## src/ivps_pkg.sv

```systemverilog
// Purpose: shared constants for the interrupt vector and priority select block
// Assumes: 8-bit register port, one request line per vector number
// Notes:   field codes pack a register index and a 2-bit slot inside it
package ivps_pkg;

    // geometry of the vector space
    localparam int NUM_VEC    = 44;
    localparam int VEC_W      = 6;
    localparam int ADDR_W     = 3;
    localparam int DATA_W     = 8;
    localparam int VADDR_W    = 16;
    localparam int NUM_PRIO   = 5;

    // register offsets on the plain register port
    localparam logic [ADDR_W-1:0] OFS_PRIO_A   = 3'h0;
    localparam logic [ADDR_W-1:0] OFS_PRIO_B   = 3'h1;
    localparam logic [ADDR_W-1:0] OFS_PRIO_C   = 3'h2;
    localparam logic [ADDR_W-1:0] OFS_PRIO_D   = 3'h3;
    localparam logic [ADDR_W-1:0] OFS_PRIO_E   = 3'h4;
    localparam logic [ADDR_W-1:0] OFS_MASK_SEL = 3'h5;
    localparam logic [ADDR_W-1:0] OFS_STATUS   = 3'h6;

    // reset values and fixed read patterns
    localparam logic [DATA_W-1:0] PRIO_RST      = 8'h00;
    localparam logic [DATA_W-1:0] PRIO_E_WMASK  = 8'hf0;
    localparam logic [1:0]        MASK_SEL_RST  = 2'h0;
    localparam logic [5:0]        MASK_SEL_ONES = 6'h3f;

    // vector numbers with a fixed role
    localparam logic [VEC_W-1:0] VEC_RESET = 6'h00;
    localparam logic [VEC_W-1:0] VEC_NMI   = 6'h03;
    localparam logic [VEC_W-1:0] VEC_BREAK = 6'h05;
    localparam logic [VEC_W-1:0] VEC_LAST  = 6'h2b;

    // vector address = base + vector number shifted by one (one 16-bit word each)
    localparam logic [VADDR_W-1:0] VEC_BASE  = 16'h0000;
    localparam int                 VEC_SHIFT = 1;

    // vectors no source drives, and vectors with no programmable level
    localparam logic [NUM_VEC-1:0] RESERVED_VECS = 44'h200_0000_0016;
    localparam logic [NUM_VEC-1:0] FIXED_VECS    = 44'h000_0000_0029;

    // ranks used by the selector; fixed sources sit above level 2
    localparam logic [1:0] LVL_0     = 2'h0;
    localparam logic [1:0] LVL_1     = 2'h1;
    localparam logic [1:0] LVL_2     = 2'h2;
    localparam logic [1:0] LVL_FIXED = 2'h3;

    // top bit of the first slot inside a priority register
    localparam int FIELD_TOP = 7;

    // field code {register index, slot}; slot 0 is bits 7-6, slot 3 is bits 1-0
    function automatic logic [4:0] field_of(input int v);
        logic [4:0] f;
        f = 5'h00;
        if (v == 6)                 f = 5'h00;
        else if (v == 7)            f = 5'h01;
        else if (v == 8)            f = 5'h02;
        else if (v == 9 || v == 10) f = 5'h03;
        else if (v <= 18)           f = 5'h04;
        else if (v <= 26)           f = 5'h05;
        else if (v == 27)           f = 5'h06;
        else if (v == 28)           f = 5'h07;
        else if (v <= 31)           f = 5'h08;
        else if (v <= 34)           f = 5'h09;
        else if (v <= 36)           f = 5'h0a;
        else if (v == 37)           f = 5'h0b;
        else if (v == 38)           f = 5'h0c;
        else if (v == 39)           f = 5'h0d;
        else if (v == 40)           f = 5'h0e;
        else if (v == 42)           f = 5'h10;
        else if (v == 43)           f = 5'h11;
        return f;
    endfunction

endpackage

```

## src/ivps_select.sv

```systemverilog
// Purpose: interrupt vector and priority select for a small cpu core
// Assumes: request lines are held by peripheral flags on clk_sys until serviced
// Notes:   one registered winner per cycle; losers simply stay pending
//
// Summary of operation
// - vector address is twice the vector number
// - reset 0, nmi 3, break 5, highest
// - other sources use 2-bit priority fields
// - higher level outranks lower level
// - equal levels resolve by vector order
// - sources of one module share one level
// - external pins on vectors 6 to 10
// - wakeup pins on vectors 11 to 18
// - clock sources on vectors 19 to 26
// - watchdog 27, event counter 28
// - pulse timer channel 1 on 29-31
// - pulse timer channel 2 on 32-34
// - dual timer halves on 35 and 36
// - serial units 37-39, two-wire bus 40
// - conversion end 42, sleep transition 43
// - field 00, 01, 1x give levels 0-2
// - mask select holds low levels pending
// - global mask holds all but reset/nmi/break
// - only the best request is presented
//
// Local design decisions: the address-and-strobe port and the address map.
`timescale 1ns/100ps
module ivps_select #(
    parameter int NUM_VEC = ivps_pkg::NUM_VEC   // number of vector slots
) (
    input  wire logic                         clk_sys,      // system clock, 125 MHz
    input  wire logic                         sys_rst,      // synchronous reset, high
    input  wire logic [NUM_VEC-1:0]           src_req,      // request per vector number
    input  wire logic                         cpu_mask,     // global mask bit of the cpu
    input  wire logic [ivps_pkg::ADDR_W-1:0]  reg_addr,     // register address
    input  wire logic [ivps_pkg::DATA_W-1:0]  reg_wdata,    // register write data
    input  wire logic                         reg_wr,       // write strobe
    input  wire logic                         reg_rd,       // read strobe
    output logic      [ivps_pkg::DATA_W-1:0]  reg_rdata,    // read data, cycle after strobe
    output logic                              irq_pending,  // a request is presented
    output logic      [ivps_pkg::VEC_W-1:0]   irq_vector,   // winning vector number
    output logic      [ivps_pkg::VADDR_W-1:0] irq_vec_addr, // winning vector address
    output logic      [1:0]                   irq_rank      // rank of the winner
);

    // ------------------------------------------------------------------
    // register storage
    // ------------------------------------------------------------------
    logic [ivps_pkg::DATA_W-1:0]  prio_reg [ivps_pkg::NUM_PRIO];  // priority_reg_a..e
    logic [ivps_pkg::DATA_W-1:0]  prio_next [ivps_pkg::NUM_PRIO]; // next values
    logic [1:0]                   mask_select_reg;                // {hi, lo}
    logic [1:0]                   mask_select_next;
    logic [ivps_pkg::DATA_W-1:0]  rdata_reg;                      // read return
    logic [ivps_pkg::DATA_W-1:0]  rdata_next;

    // decode of the register port
    logic                         wr_prio_a;     // write to priority_reg_a
    logic                         wr_prio_b;     // write to priority_reg_b
    logic                         wr_prio_c;     // write to priority_reg_c
    logic                         wr_prio_d;     // write to priority_reg_d
    logic                         wr_prio_e;     // write to priority_reg_e
    logic                         wr_mask_sel;   // write to mask_select_reg
    logic [ivps_pkg::DATA_W-1:0]  mask_sel_view; // mask select as read back
    logic [ivps_pkg::DATA_W-1:0]  status_view;   // live selector state
    logic [ivps_pkg::DATA_W-1:0]  rd_mux;        // addressed read value

    // per-vector selector inputs
    logic [NUM_VEC-1:0]           live_req;      // requests on assigned vectors
    logic [NUM_VEC-1:0]           eligible;      // passes all masking
    logic [1:0]                   rank [NUM_VEC];

    // selector result
    logic                         win_found;
    logic [ivps_pkg::VEC_W-1:0]   win_vec;
    logic [1:0]                   win_rank;

    // registered presentation
    logic                         pend_reg;
    logic [ivps_pkg::VEC_W-1:0]   vec_reg;
    logic [ivps_pkg::VADDR_W-1:0] vaddr_reg;
    logic [1:0]                   rank_reg;
    logic [ivps_pkg::VADDR_W-1:0] vaddr_next;

    // ------------------------------------------------------------------
    // write decode
    // ------------------------------------------------------------------
    assign wr_prio_a   = reg_wr && (reg_addr == ivps_pkg::OFS_PRIO_A);
    assign wr_prio_b   = reg_wr && (reg_addr == ivps_pkg::OFS_PRIO_B);
    assign wr_prio_c   = reg_wr && (reg_addr == ivps_pkg::OFS_PRIO_C);
    assign wr_prio_d   = reg_wr && (reg_addr == ivps_pkg::OFS_PRIO_D);
    assign wr_prio_e   = reg_wr && (reg_addr == ivps_pkg::OFS_PRIO_E);
    assign wr_mask_sel = reg_wr && (reg_addr == ivps_pkg::OFS_MASK_SEL);

    assign prio_next[0] = wr_prio_a ? reg_wdata : prio_reg[0];
    assign prio_next[1] = wr_prio_b ? reg_wdata : prio_reg[1];
    assign prio_next[2] = wr_prio_c ? reg_wdata : prio_reg[2];
    assign prio_next[3] = wr_prio_d ? reg_wdata : prio_reg[3];
    // low nibble of the last register is reserved and holds zero
    assign prio_next[4] = wr_prio_e ? (reg_wdata & ivps_pkg::PRIO_E_WMASK) : prio_reg[4];

    // mask select keeps only its two live bits
    assign mask_select_next = wr_mask_sel ? reg_wdata[1:0] : mask_select_reg;

    // ------------------------------------------------------------------
    // read side
    // ------------------------------------------------------------------
    // upper bits of the mask select register always read as ones
    assign mask_sel_view = {ivps_pkg::MASK_SEL_ONES, mask_select_reg};

    // status: presented flag, then the vector number
    assign status_view = {pend_reg, 1'b0, vec_reg};

    // read multiplexer; unmapped offsets return zero
    assign rd_mux =
        (reg_addr == ivps_pkg::OFS_PRIO_A)   ? prio_reg[0]   :
        (reg_addr == ivps_pkg::OFS_PRIO_B)   ? prio_reg[1]   :
        (reg_addr == ivps_pkg::OFS_PRIO_C)   ? prio_reg[2]   :
        (reg_addr == ivps_pkg::OFS_PRIO_D)   ? prio_reg[3]   :
        (reg_addr == ivps_pkg::OFS_PRIO_E)   ? prio_reg[4]   :
        (reg_addr == ivps_pkg::OFS_MASK_SEL) ? mask_sel_view :
        (reg_addr == ivps_pkg::OFS_STATUS)   ? status_view   :
        '0;

    // read data is valid only in the cycle after the strobe
    assign rdata_next = reg_rd ? rd_mux : '0;

    // register file and read return
    always_ff @(posedge clk_sys) begin
        if (sys_rst) begin
            // all priority fields clear, all interrupts accepted
            for (int i = 0; i < ivps_pkg::NUM_PRIO; i++) begin
                prio_reg[i] <= ivps_pkg::PRIO_RST;
            end
            mask_select_reg <= ivps_pkg::MASK_SEL_RST;
            rdata_reg       <= '0;
        end else begin
            for (int i = 0; i < ivps_pkg::NUM_PRIO; i++) begin
                prio_reg[i] <= prio_next[i];
            end
            mask_select_reg <= mask_select_next;
            rdata_reg       <= rdata_next;
        end
    end

    // ------------------------------------------------------------------
    // per-vector level decode
    // ------------------------------------------------------------------
    // unassigned slots are never requested
    assign live_req = src_req & ~ivps_pkg::RESERVED_VECS;

    generate
        for (genvar g = 0; g < NUM_VEC; g++) begin : g_vec
            localparam logic [4:0] FID   = ivps_pkg::field_of(g);
            localparam int         REG_I = int'(FID[4:2]);
            localparam int         HI    = ivps_pkg::FIELD_TOP - 2 * int'(FID[1:0]);
            // timer channel 1 shares one field
            // timer channel 2 shares one field
            // dual timer halves share one field
            logic [1:0] field;     // raw field for this vector
            logic       fixed_src; // reset, nmi or break
            logic       nmi_brk;   // ignores the global mask

            assign field     = prio_reg[REG_I][HI -: 2];
            assign fixed_src = ivps_pkg::FIXED_VECS[g];
            // nmi and break pass the global mask
            assign nmi_brk   = (g == int'(ivps_pkg::VEC_NMI)) ||
                               (g == int'(ivps_pkg::VEC_BREAK));

            ivps_level_dec u_dec (
                .req        (live_req[g]),
                .is_fixed   (fixed_src),
                .is_nmi_brk (nmi_brk),
                .field      (field),
                .cpu_mask   (cpu_mask),
                .mask_sel   (mask_select_reg),
                .eligible   (eligible[g]),
                .rank       (rank[g])
            );
        end
    endgenerate

    // ------------------------------------------------------------------
    // winner selection
    // ------------------------------------------------------------------
    // scan from the highest vector down; ties go to the later, lower vector
    always_comb begin
        win_found = 1'b0;
        win_vec   = '0;
        win_rank  = ivps_pkg::LVL_0;
        for (int v = NUM_VEC - 1; v >= 0; v--) begin
            if (eligible[v] && (!win_found || (rank[v] >= win_rank))) begin
                win_found = 1'b1;
                win_vec   = v[ivps_pkg::VEC_W-1:0];
                win_rank  = rank[v];
            end
        end
    end

    // local copy of the address width, declared before its use in the cast
    localparam int VADDR_W = ivps_pkg::VADDR_W;

    assign vaddr_next = ivps_pkg::VEC_BASE +
                        (VADDR_W'(win_vec) << ivps_pkg::VEC_SHIFT);

    // present only the winner, keep others pending
    always_ff @(posedge clk_sys) begin
        if (sys_rst) begin
            // nothing presented until the first evaluation
            pend_reg  <= 1'b0;
            vec_reg   <= '0;
            vaddr_reg <= '0;
            rank_reg  <= ivps_pkg::LVL_0;
        end else begin
            pend_reg  <= win_found;
            vec_reg   <= win_vec;
            vaddr_reg <= win_found ? vaddr_next : '0;
            rank_reg  <= win_rank;
        end
    end

    // ------------------------------------------------------------------
    // outputs
    // ------------------------------------------------------------------
    assign reg_rdata    = rdata_reg;
    assign irq_pending  = pend_reg;
    assign irq_vector   = vec_reg;
    assign irq_vec_addr = vaddr_reg;
    assign irq_rank     = rank_reg;

endmodule // ivps_select

```

## src/ivps_level_dec.sv

```systemverilog
// Purpose: per-vector level decode and acceptance check
// Assumes: requests and mask state are on clk_sys, no crossing here
// Notes:   purely combinational, one instance per vector number
`timescale 1ns/100ps
module ivps_level_dec (
    input  wire logic       req,        // pending request of this vector
    input  wire logic       is_fixed,   // reset, nmi or address break
    input  wire logic       is_nmi_brk, // survives the global cpu mask
    input  wire logic [1:0] field,      // raw 2-bit priority field
    input  wire logic       cpu_mask,   // global cpu mask bit
    input  wire logic [1:0] mask_sel,   // {mask_select_hi, mask_select_lo}
    output logic            eligible,   // may be presented to the cpu
    output logic [1:0]      rank        // rank used by the selector
);

    logic [1:0] level;      // decoded programmable level
    logic       lvl_ok;     // level passes the mask select
    logic       global_ok;  // passes the global cpu mask

    assign level = field[1] ? ivps_pkg::LVL_2 :
                   (field[0] ? ivps_pkg::LVL_1 : ivps_pkg::LVL_0);

    assign lvl_ok = mask_sel[1] ? (level == ivps_pkg::LVL_2) :
                    (mask_sel[0] ? (level != ivps_pkg::LVL_0) : 1'b1);

    // global mask spares nmi and break
    assign global_ok = !cpu_mask || is_nmi_brk;

    // fixed sources skip the level check and rank highest
    assign rank     = is_fixed ? ivps_pkg::LVL_FIXED : level;
    assign eligible = req && (is_fixed ? (global_ok || !is_nmi_brk) : (lvl_ok && global_ok));

endmodule // ivps_level_dec

```

## config.mk

```make
export PLATFORM = sky130hd
export DESIGN_NAME = ivps_select
export DESIGN_NICKNAME = d
export VERILOG_FILES = /design/src/ivps_pkg.sv /design/src/ivps_select.sv /design/src/ivps_level_dec.sv
export SDC_FILE = /design/constraint.sdc
export NUM_CORES = 1
export LEC_CHECK = 0
export BUFFER_PORTS_ARGS = -buffer_cell sky130_fd_sc_hd__buf_2
export CAP_MARGIN = 25
export CORE_UTILIZATION = 45
export CTS_CLUSTER_DIAMETER = 120
export DETAILED_ROUTE_END_ITERATION = 16
export GPL_TIMING_DRIVEN = 0
export PLACE_DENSITY = 0.66
export SLEW_MARGIN = 20
export SYNTH_ARGS = -nofsm -noshare
export SYNTH_HDL_FRONTEND = slang
export SYNTH_SLANG_ARGS = --single-unit
export TNS_END_PERCENT = 100
```

## constraint.sdc

```tcl
create_clock -name clk_sys -period 131.6 [get_ports clk_sys]
set_clock_uncertainty 0.05 [all_clocks]
set_input_delay 26.32 -clock clk_sys [delete_from_list [all_inputs] [get_ports clk_sys]]
set_output_delay 26.32 -clock clk_sys [all_outputs]
set_load 0.01 [all_outputs]
```

==> metrics.md, run 1 <==
| Metric | Value |
|---|---|
| Status | `complete, no violations` |
| First-pass GRT wire length | `35.3 mm` |
| Pwr dens | `8.44 mW/mm^2` |
| IO Port Bufs | `75` |
| Gr usage total | `0.271` |
| Yosys cell types | `107` |
| Final Cell Area | `0.00806 mm^2` |
| Top Usage Layer GRT | `met2` |
| Root Buffer | `clkbuf_16` |
| Routed Antenna Nets | `0` |
| Layout cells sized above 1 | `0.158` |
| Critical path required time | `roughly 130 ns` |
| Most frequent CP cell | `ha_1` |
| Crit-path max FO | `8` |
| HPWL Detailed | `17.0 mm` |
| CP startpoint kind | `input port` |
| Max reg flops | `36` |
| Remaining Overflow, GRT | `0` |
| Met3 Usage GRT | `0.0335` |
| Period minus WS final | `approximately 73 ns` |
| Cell accounting for the most synthesized area | `dfxtp_1` |
| HP Class | `reg2reg` |
| Relative slew slack | `0.403` |
| Hold Fails Final Rpt | `0` |
| Leakage | `between 3 and 4 nW` |
| Met1 GRT Util | `0.367` |
| Final worst path period share | `0.556` |
| FP Rows | `45` |
| Synth Warn # | `0` |
| Final setup viols | `0` |
| Skew-Pair Late Insertion Delay | `0.33 ns` |
| Clk slew on worst S/H paths | `0.05 ns` |
| Crit-path max cell delay | `0.61 ns` |
| Number of flops mapped to enable cells by yosys | `0` |
| Setup tns final | `0 ns` |
| RR Startpoint | `mask_select_reg[1]` |
| Post-route total power | `~0.07 mW` |
| Synth Flop Type | `dfxtp_1` |
| WL final | `around 22 mm` |
| Drt drc | `0` |
| Crit Path Class | `in2reg` |
| Unrepaired setup endpoints after global routing | `false` |
| Clock Path Buffers | `2` |
| Min-delay src | `prio_reg[0][24]` |
| MaxCap Viol Count | `0` |
| Post-Syn Instances | `992` |
| DR WL/cell | `~17 um` |
| Area grow syn2layout | `13.5%` |
| I/O Pins | `93` |
| Post-synth top cells | `nand2_1, a21oi_1, nor2_1, dfxtp_1` |
| CTS tree | `done` |
| Die Y | `128 um` |
| Sequential share of the synthesized area | `0.172` |
| N_diodes | `0` |
| Via Count | `slightly below 8,000` |
| Mapped Area | `around 0.0071 mm^2` |
| Die area | `0.0163 mm^2` |
| Final setup margin | `58.39 ns` |
| Via-per-instance ratio | `5.90` |
| Starting DRT DRC Count | `around 650` |
| Highest Clock Rate | `13.7 MHz` |
| Post-DP Area | `0.00777 mm^2` |
| Pins Over Slew Limit | `0` |
| Number of global-route vias before repair | `7,022` |
| Detailed Routing Iterations Pass 1 | `5` |
| Num Clock Sinks | `roughly 60` |
| Count leader, synth | `nand2_1` |
| Post-cts sizing count | `0` |
| Yosys reg bits | `61` |
| Initial antenna violation count | `0` |
| Slowest cell on crit path | `nor3_1` |
| Largest net degree at the start of global routing | `15` |
| Worst path arrival time | `73.38 ns` |
| Pre-CTS WS | `58.62 ns` |
| Gpl congestion | `~0.96` |
| # hold bufs at CTS | `0` |
| H-Tree Depth | `3` |
| Slew @ Worst Pin | `around 0.89 ns` |
| Worst setup startpoint | `cpu_mask` |
| Synth top area share | `0.172` |
| Initial Util | `0.464` |
| Max VDD drop | `about 0.0074 mV` |
| Final core utilization | `0.526` |
| Mapped Avg Cell Area | `7.16 um^2` |
| Global routing usage on met2 | `0.451` |
| Fin nets | `1,192` |
| Crit. End Element | `register` |
| Post-CTS Setup Inserts | `0` |
| Synth area leaders | `dfxtp_1, a21oi_1, ha_1` |
| CORE AREA | `about 0.015 mm^2` |
| Number of buffers created by CTS | `9` |
| Ys async rst share | `0` |
| Die width | `128 um` |
[power breakdown]
group / total [mW] / switching [mW] / internal (mW) / leakage [nW]
sequential: 0.0196 / 0.000505 / 0.0191 / 0.496
clock: 0.0228 / 0.00791 / 0.0149 / 0.139
combinational: 0.0256 / 0.0154 / 0.0102 / 2.68
[worst paths after layout]
check	to	slack (ns)	cells after the start
worst max register to register	irq_vec_addr[6]	83.84	240
worst max-delay path	irq_vec_addr[6]	58.39	240
worst min register to register	prio_reg[0][24]	0.40	2
worst min-delay path	prio_reg[0][24]	0.40	2
[layer usage]
metal	share of wire	vias up
met5	0	-
met1	0.46	3577
met3	0.061	30
met2	0.46	276
li1	-	3799
met4	0.019	0
[metrics by stage]
| stage | std cells | hold WS, ns |
|---|---|---|
| floorplan | 1001 | 0.386 |
| global placement | 1287 | 0.396 |
| detailed placement | 1287 | 0.402 |
| CTS | 1301 | 0.408 |
| global route | 1302 | 0.423 |
| finish | 1302 | 0.404 |
[layout make-up]
class | count | area (um^2)
clock inverter | 2 | 35.0
tap | 211 | 264
multi-input combinational | 844 | 5480
buffer | 41 | 221
clock buffer | 12 | 246
timing repair buffer | 76 | 380
inverter | 55 | 206
sequential | 61 | 1220
fill | 1556 | 7260
[critical path: cells and delay by family]
kind,cells,cell delay (ns)
buf+inv,13,1.17
simple gates,83,12.88
mux,14,3.85
compound gates,90,18.02
fa+ha+maj,40,11.13
[cell families (layout without fill, tap and decap cells)]
family | Yosys count | after routing | synth area share
mux | 27 | 27 | 0.0426
compound gates | 334 | 334 | 0.327
fa+ha+maj | 48 | 48 | 0.0832
other cells | 1 | 10 | 0.000528
flops | 61 | 61 | 0.172
buf+inv | 96 | 186 | 0.0603
simple gates | 425 | 425 | 0.315
[layout by cell type, fill, tap and decap left out, types with 5 or more instances in the layout]
cell type  instances
a211o_1            6
a211oi_1          11
a21boi_0           5
a21o_1            14
a21oi_1          117
a31oi_1           17
and2_1            14
and3_1            10
buf_2             78
buf_4             11
clkbuf_1          24
clkbuf_16          9
conb_1            10
dfxtp_1           61
ha_1              44
inv_1             52
mux2_2             6
mux2i_1           19
nand2_1          140
nand2b_1          46
nand3_1           27
nand4_1            8
nor2_1            76
nor2b_1           25
nor3_1            17
nor3b_1            9
o21a_1             6
o21ai_0           52
o21ai_1            5
o21bai_1           9
or2_1              5
or2_2              8
or3_1              5
Power figures use the tool's default switching activity.
==> inputs of run 2 (changes only) <==
--- a/config.mk
+++ b/config.mk
@@ -5,6 +5,7 @@
 export SDC_FILE = /design/constraint.sdc
 export NUM_CORES = 1
 export LEC_CHECK = 0
+export ABC_AREA = 1
 export BUFFER_PORTS_ARGS = -buffer_cell sky130_fd_sc_hd__buf_2
 export CAP_MARGIN = 25
 export CORE_UTILIZATION = 45
==> constraint.sdc (replaced) <==
create_clock -name clk_sys -period 70.9 [get_ports clk_sys]
set_clock_uncertainty 0.05 [all_clocks]
set_input_delay 14.18 -clock clk_sys [delete_from_list [all_inputs] [get_ports clk_sys]]
set_output_delay 14.18 -clock clk_sys [all_outputs]
set_load 0.01 [all_outputs]
==> run 2 against run 1 <==
- core utilization about the same
- total power up 140%
- die area down 6.4%
- cell area down 5.5%
- critical path depth up 39
- flip-flop and latch count unchanged
- global-route usage down 2.1 points
- combinational power rose to 3.0 times the previous value
- critical path type unchanged
- critical endpoint is now irq_vec_addr[5]
- largest power group unchanged
==> metrics.md, run 2 <==
| Metric | Value |
|---|---|
| Drt drc | `0 (unchanged)` |
| Comb pwr share | `0.474 (was 0.377)` |
| Crit. End Element | `register (unchanged)` |
| CORE AREA | `0.0145 mm^2 (was 0.0153 mm^2)` |
| MaxCap Viol Count | `0 (unchanged)` |
| Slew @ Worst Pin | `0.605 ns (was 0.894 ns)` |
| Ys async rst share | `0 (unchanged)` |
| Post-CTS Setup Inserts | `0 (unchanged)` |
| Final setup margin | `22.55 ns (was 58.39 ns)` |
| Crit Path Class | `in2reg (unchanged)` |
| Yosys cell types | `50 (was 107)` |
| Clk slew on worst S/H paths | `0.05 ns (about the same)` |
| # hold bufs at CTS | `0 (unchanged)` |
| Detailed Routing Iterations Pass 1 | `5 (unchanged)` |
| Most frequent CP cell | `nand2_1 (was ha_1)` |
| Slowest cell on crit path | `o31ai_1 (was nor3_1)` |
| Num Clock Sinks | `61 (unchanged)` |
| Layout cells sized above 1 | `0.197 (was 0.158)` |
| IO Port Bufs | `78 (was 75)` |
| Number of flops mapped to enable cells by yosys | `0 (unchanged)` |
| First-pass GRT wire length | `29.7 mm (was 35.3 mm)` |
| H-Tree Depth | `3 (unchanged)` |
| Skew-Pair Late Insertion Delay | `0.33 ns (about the same)` |
| Status | `complete, no violations (unchanged)` |
| Highest Clock Rate | `20.7 MHz` |
| Synth top area share | `0.184 (was 0.172)` |
| Post-DP Area | `0.00729 mm^2 (was 0.00777 mm^2)` |
| Top Usage Layer GRT | `met2 (unchanged)` |
| Routed Antenna Nets | `0 (unchanged)` |
| Most common cell after layout, fill and taps aside | `nand2_1 (unchanged)` |
| Met3 Usage GRT | `0.0346 (was 0.0335)` |
| Initial Util | `0.458 (was 0.464)` |
| Post-synth top cells | `nand2_1, inv_1, o21ai_0, nor2_1, a21oi_1 (was nand2_1, a21oi_1, nor2_1, dfxtp_1)` |
| Synth Area in Simple Gates | `0.386 (was 0.315)` |
| Setup tns final | `0 ns (unchanged)` |
| Mapped Area | `0.00664 mm^2 (was 0.00710 mm^2)` |
| Crit-path max FO | `10 (was 8)` |
| Max VDD drop | `0.0137 mV (was 0.00741 mV)` |
| Gpl congestion | `0.977 (was 0.959)` |
| Max reg flops | `36 (unchanged)` |
| Final setup viols | `0 (unchanged)` |
| Post-cts sizing count | `0 (unchanged)` |
| Remaining Overflow, GRT | `0 (unchanged)` |
| Period minus WS final | `48.36 ns` |
| Unrepaired setup endpoints after global routing | `false (unchanged)` |
| WL final | `18.4 mm (was 21.6 mm)` |
| Largest net degree at the start of global routing | `17 (was 15)` |
| Net Sw Frac | `0.401 (was 0.350)` |
| N_diodes | `0 (unchanged)` |
| Post-Synth Adder-Cell Area | `0.0830 (was 0.0832)` |
| Post-route total power | `0.161 mW (was 0.0680 mW)` |
| Hold Fails Final Rpt | `0 (unchanged)` |
| FP Rows | `44 (was 45)` |
| Largest family of logic cells by synthesized area | `simple AND/OR/NAND/NOR gates (was compound AO/OA/AOI/OAI gates)` |
| HPWL Detailed | `15.0 mm (was 17.0 mm)` |
| CTS tree | `done (unchanged)` |
| Global routing usage on met2 | `0.399 (was 0.451)` |
| HP Class | `reg2reg (unchanged)` |
| Number of buffers created by CTS | `9 (unchanged)` |
| Post-Syn Instances | `1,118 (was 992)` |
| Mapped Avg Cell Area | `5.93 um^2 (was 7.16 um^2)` |
| Relative slew slack | `0.593 (was 0.403)` |
| Initial antenna violation count | `0 (unchanged)` |
| Post-synthesis compound-gate area fraction | `0.205 (was 0.327)` |
| Via-per-instance ratio | `5.05 (was 5.90)` |
| P_int | `0.0963 mW (was 0.0442 mW)` |
| Sequential share of the synthesized area | `0.184 (was 0.172)` |
| Yosys reg bits | `61 (unchanged)` |
| Final worst path period share | `0.682` |
| Post-synthesis xor/xnor area fraction | `0 (unchanged)` |
| Final Cell Area | `0.00762 mm^2 (was 0.00806 mm^2)` |
| Number of global-route vias before repair | `6,171 (was 7,022)` |
| Synth Flop Type | `dfxtp_1 (unchanged)` |
| I/O Pins | `93 (unchanged)` |
| Area grow syn2layout | `14.8% (was 13.5%)` |
| Fin nets | `1,320 (was 1,192)` |
| Mux contribution to synthesized area | `0 (was 0.0427)` |
| Gr usage total | `0.249 (was 0.271)` |
| CP startpoint kind | `input port (unchanged)` |
| Root Buffer | `clkbuf_16 (unchanged)` |
| Clock Power Share | `0.296 (was 0.336)` |
| Pwr dens | `21.1 mW/mm^2 (was 8.44 mW/mm^2)` |
| Register share of total power | `0.230 (was 0.288)` |
| Met1 GRT Util | `0.348 (was 0.367)` |
| Die area | `0.0152 mm^2 (was 0.0163 mm^2)` |
| Die Y | `123 um (was 128 um)` |
| Starting DRT DRC Count | `519 (was 647)` |
| Die width | `123 um (was 128 um)` |
| Psw | `0.0644 mW (was 0.0238 mW)` |
| Critical path required time | `71.07 ns (was 131.77 ns)` |
| Cell accounting for the most synthesized area | `dfxtp_1 (unchanged)` |
| Synth area leaders | `dfxtp_1, nand2_1, inv_1 (was dfxtp_1, a21oi_1, ha_1)` |
| Synth Warn # | `0 (unchanged)` |
| Pins Over Slew Limit | `0 (unchanged)` |
| DR WL/cell | `13.1 um (was 16.6 um)` |
| Clock Path Buffers | `2 (unchanged)` |
| Worst path arrival time | `48.53 ns (was 73.38 ns)` |
| Crit-path max cell delay | `0.54 ns (was 0.61 ns)` |
| Count leader, synth | `nand2_1 (unchanged)` |
| Filler cells | `1,532 (was 1,556)` |
| Pre-CTS WS | `22.39 ns (was 58.62 ns)` |
| Most frequent cells in the layout | `nand2_1, inv_1, o21ai_0 (was nand2_1, a21oi_1, buf_2)` |
| Leakage | `4.13 nW (was 3.32 nW)` |
| Via Count | `7,101 (was 7,682)` |
run 2: cell count changes after synthesis, moves of 19 or more:
cell,previous run,this run
nand2b_1,46,0
nor2b_1,25,0
a21oi_1,117,83
nand2_1,140,267
mux2i_1,19,0
inv_1,52,180
inv_2,2,22
o21ai_0,52,113
nand2_2,1,61
run 2: cell type report:
class                           count  area [um^2]  area share
Tap cell                          184          230      0.0302
Sequential cell                    61         1220       0.160
Clock buffer                       12          256      0.0337
Timing Repair Buffer               78          390      0.0513
Multi-Input combinational cell    834         4510       0.592
Buffer                             26          166      0.0218
Clock inverter                      4         70.1     0.00920
Inverter                          206          773       0.102
run 2: power groups by stage:
stage / clock network [mW] / registers [mW] / logic, mW
3_3_place_gp: 0 / 0.0377 / 0.0750
3_5_place_dp: 0 / 0.0377 / 0.0760
2_1_floorplan: 0 / 0.0376 / 0.0603
5_1_grt: 0.0498 / 0.0371 / 0.0879
6_report: 0.0475 / 0.0370 / 0.0762
4_1_cts: 0.0477 / 0.0370 / 0.0765
run 2: kinds of logic (layout without fill, tap and decap cells):
group           after synthesis  count (layout)
compound gates              246             246
fa+ha+maj                    44              44
buf+inv                     232             326
flops                        61              61
other cells                   1              10
simple gates                534             534
run 2: metal layers:
layer / vias to the layer above / share of wire
met3: 22 / 0.047
li1: 3782 / -
met2: 170 / 0.45
met5: - / 0
met1: 3127 / 0.49
met4: 0 / 0.017
run 2: through the flow:
stage	instances	hold slack [ns]	utilization
finish	1405	0.406	0.526
global route	1405	0.427	0.526
CTS	1405	0.411	0.526
detailed placement	1389	0.402	0.503
global placement	1389	0.398	0.503
floorplan	1127	0.380	-
run 2: path summary, 6_finish.rpt:
kind	slack, ns	depth (start not counted)	from	to
worst max-delay path	22.55	279	cpu_mask	irq_vec_addr[5]
worst min-delay path	0.41	2	prio_reg[0][24]	prio_reg[0][24]
worst max register to register	36.12	280	mask_select_reg[1]	irq_vec_addr[5]
worst min register to register	0.41	2	prio_reg[0][24]	prio_reg[0][24]
run 2: critical path: cells and delay by family:
family / cells / cell delay [ns]
simple gates: 141 / 12.54
fa+ha+maj: 36 / 9.95
compound gates: 51 / 8.59
buf+inv: 51 / 3.17
==> inputs of run 3 (changes only) <==
--- a/config.mk
+++ b/config.mk
@@ -5,7 +5,7 @@
 export SDC_FILE = /design/constraint.sdc
 export NUM_CORES = 1
 export LEC_CHECK = 0
-export ABC_AREA = 1
+export ABC_AREA = 0
 export BUFFER_PORTS_ARGS = -buffer_cell sky130_fd_sc_hd__buf_2
 export CAP_MARGIN = 25
 export CORE_UTILIZATION = 45
==> constraint.sdc (replaced) <==
create_clock -name clk_sys -period 50.8 [get_ports clk_sys]
set_clock_uncertainty 0.05 [all_clocks]
set_input_delay 10.16 -clock clk_sys [delete_from_list [all_inputs] [get_ports clk_sys]]
set_output_delay 10.16 -clock clk_sys [all_outputs]
set_load 0.01 [all_outputs]
==> run 3 against run 2 <==
- hold slack worse by 0.0041 ns
- critical endpoint is now irq_rank[1]
- combinational power up 36%
- cell area increased by 33%
- die area rose by 6.9%
- largest power group unchanged
- sequential share of layout area decreased by 4.0 points
==> metrics.md, run 3 (synthesis results as in run 1) <==
| Metric | Value |
|---|---|
| Crit. End Element | `register (unchanged)` |
| First-pass GRT wire length | `38.1 mm (was 29.7 mm)` |
| Detailed Routing Iterations Pass 1 | `6 (was 5)` |
| Post-route total power | `0.214 mW (was 0.161 mW)` |
| Post-route insts no fill | `1,421 (was 1,405)` |
| Most frequent cells in the layout | `nand2_1, buf_4, a21oi_1 (was nand2_1, inv_1, o21ai_0)` |
| Reg2Reg Depth | `243 (was 280)` |
| Most common cell after layout, fill and taps aside | `nand2_1 (unchanged)` |
| Pwr dens | `21.1 mW/mm^2 (about the same)` |
| Root Buffer | `clkbuf_16 (unchanged)` |
| MaxCap Viol Count | `0 (unchanged)` |
| # hold bufs at CTS | `0 (unchanged)` |
| Slew @ Worst Pin | `1.10 ns (was 0.605 ns)` |
| Final setup margin | `0.479 ns (was 22.55 ns)` |
| Crit Path Class | `in2reg (unchanged)` |
| N_diodes | `0 (unchanged)` |
| Crit-path max cell delay | `0.44 ns (was 0.54 ns)` |
| Critical path's top delay family | `compound AO/OA/AOI/OAI gates (was simple AND/OR/NAND/NOR gates)` |
| HP Class | `reg2reg (unchanged)` |
| Reg2reg setup slack | `9.61 ns (was 36.12 ns)` |
| DR WL/cell | `18.2 um (was 13.1 um)` |
| Minimum hold slack | `0.402 ns (was 0.406 ns)` |
| Initial Util | `0.464 (was 0.458)` |
| Leakage | `4.23 nW (was 4.13 nW)` |
| Largest net degree at the start of global routing | `15 (was 17)` |
| Period minus WS final | `50.32 ns` |
| Die area | `0.0163 mm^2 (was 0.0152 mm^2)` |
| I/O Pins | `93 (unchanged)` |
| Highest Clock Rate | `19.9 MHz` |
| Crit-path max FO | `6 (was 10)` |
| Gpl congestion | `0.959 (was 0.977)` |
| Via-per-instance ratio | `6.07 (was 5.05)` |
| CORE AREA | `0.0153 mm^2 (was 0.0145 mm^2)` |
| Max reg flops | `36 (unchanged)` |
| CP startpoint kind | `input port (unchanged)` |
| Levels on crit path | `243 (was 279)` |
| Drt drc | `0 (unchanged)` |
| Die width | `128 um (was 123 um)` |
| CTS tree | `done (unchanged)` |
| Reg-to-reg endpoint | `irq_rank[1] (was irq_vec_addr[5])` |
| Clk slew on worst S/H paths | `0.05 ns (about the same)` |
| Area grow syn2layout | `43.1% (was 14.8%)` |
| H-Tree Depth | `3 (unchanged)` |
| Status | `complete, no violations (unchanged)` |
| Min-delay src | `prio_reg[0][24] (unchanged)` |
| Unrepaired setup endpoints after global routing | `true (was false)` |
| Routed Antenna Nets | `0 (unchanged)` |
| Num Clock Sinks | `61 (unchanged)` |
| Die Y | `128 um (was 123 um)` |
| Worst setup startpoint | `cpu_mask (unchanged)` |
| Crit path buffers/inverters | `13 (was 51)` |
| RR Startpoint | `mask_select_reg[1] (unchanged)` |
| Most frequent CP cell | `nand2b_4 (was nand2_1)` |
| Remaining Overflow, GRT | `0 (unchanged)` |
| Worst path arrival time | `50.51 ns (was 48.53 ns)` |
| Initial antenna violation count | `0 (unchanged)` |
| Pre-CTS WS | `-6.02 ns (was 22.39 ns)` |
| Placed Cells | `1,287 (was 1,389)` |
| Max VDD drop | `0.0200 mV (was 0.0137 mV)` |
| Number of buffers created by CTS | `9 (unchanged)` |
| Starting DRT DRC Count | `819 (was 519)` |
| Clock Path Buffers | `2 (unchanged)` |
| Final core utilization | `0.663 (was 0.526)` |
| CP Capture Point | `irq_rank[1] (was irq_vec_addr[5])` |
| Skew-Pair Late Insertion Delay | `0.34 ns (was 0.33 ns)` |
| FP Rows | `45 (was 44)` |
| Relative slew slack | `0.258 (was 0.593)` |
| HPWL Detailed | `17.0 mm (was 15.0 mm)` |
| Pins Over Slew Limit | `0 (unchanged)` |
| IO Port Bufs | `75 (was 78)` |
| Gr usage total | `0.292 (was 0.249)` |
| Slowest cell on crit path | `or3b_4 (was o31ai_1)` |
| Final worst path period share | `0.991` |
| Critical path required time | `50.99 ns (was 71.07 ns)` |
| Filler cells | `1,224 (was 1,532)` |
| Via Count | `8,621 (was 7,101)` |
| Layout cells sized above 1 | `0.374 (was 0.197)` |
| Final setup viols | `0 (unchanged)` |
| WL final | `25.9 mm (was 18.4 mm)` |
| Hold Fails Final Rpt | `0 (unchanged)` |
| Fin nets | `1,311 (was 1,320)` |
| Number of global-route vias before repair | `7,697 (was 6,171)` |
==> run 3: changes by cell type in the layout (fill, tap and decap cells not counted), moves of 24 or more <==
cell,delta
nand2_1,-139
inv_1,-133
buf_4,+113
o21ai_0,-78
nand2_2,-50
nand2b_4,+27
nor2_1,-24
==> run 3: tightest hold or removal path: cells and delay by family, from the launching register on <==
kind / cells / cell delay, ns
compound gates: 1 / 0.05
simple gates: 1 / 0.05
flops: 1 / 0.30
==> run 3: per-layer routing <==
layer  track usage  vias up  part of all wire
met3        0.0335       72             0.064
li1              -     4040                 -
met1         0.381     4112              0.42
met4        0.0955        0             0.031
met2         0.501      397              0.48
met5             0        -                 0
==> run 3: worst min-delay path by stage <==
stage	end	slack (ns)	depth (start not counted)
floorplan	prio_reg[0][24]	0.39	2
global placement	prio_reg[0][25]	0.40	2
detailed placement	prio_reg[0][24]	0.40	2
CTS	prio_reg[0][24]	0.41	2
global route	prio_reg[0][24]	0.42	2
finish	prio_reg[0][24]	0.40	2
==> run 3: power by group <==
part	leakage, nW	internal [mW]	switching, mW
combinational	3.60	0.0484	0.0558
clock	0.139	0.0386	0.0207
sequential	0.496	0.0494	0.00137
==> run 3: metrics by stage <==
step           setup TNS, ns  area, um^2
2_1_floorplan              0        7130
3_3_place_gp          -76.89        7770
3_5_place_dp          -81.72        7770
4_1_cts                    0        8920
5_1_grt               -17.98       10200
6_report                   0       10200
==> run 3: cell type report <==
| cell class | count | area [um^2] | share of cell area |
|---|---|---|---|
| Multi-Input combinational cell | 844 | 6660 | 0.655 |
| Timing Repair Buffer | 196 | 1320 | 0.130 |
| Sequential cell | 61 | 1220 | 0.120 |
| Tap cell | 211 | 264 | 0.0260 |
| Clock buffer | 12 | 246 | 0.0243 |
| Buffer | 40 | 210 | 0.0207 |
| Inverter | 55 | 206 | 0.0203 |
| Clock inverter | 2 | 35.0 | 0.00345 |
==> run 3: timing repair <==
| item | in CTS | in global routing |
|---|---|---|
| pin swaps | 38 | 137 |
| setup buffers | 65 | 56 |
| resized for setup | 89 | 157 |
| setup endpoints to repair | 14 | 14 |
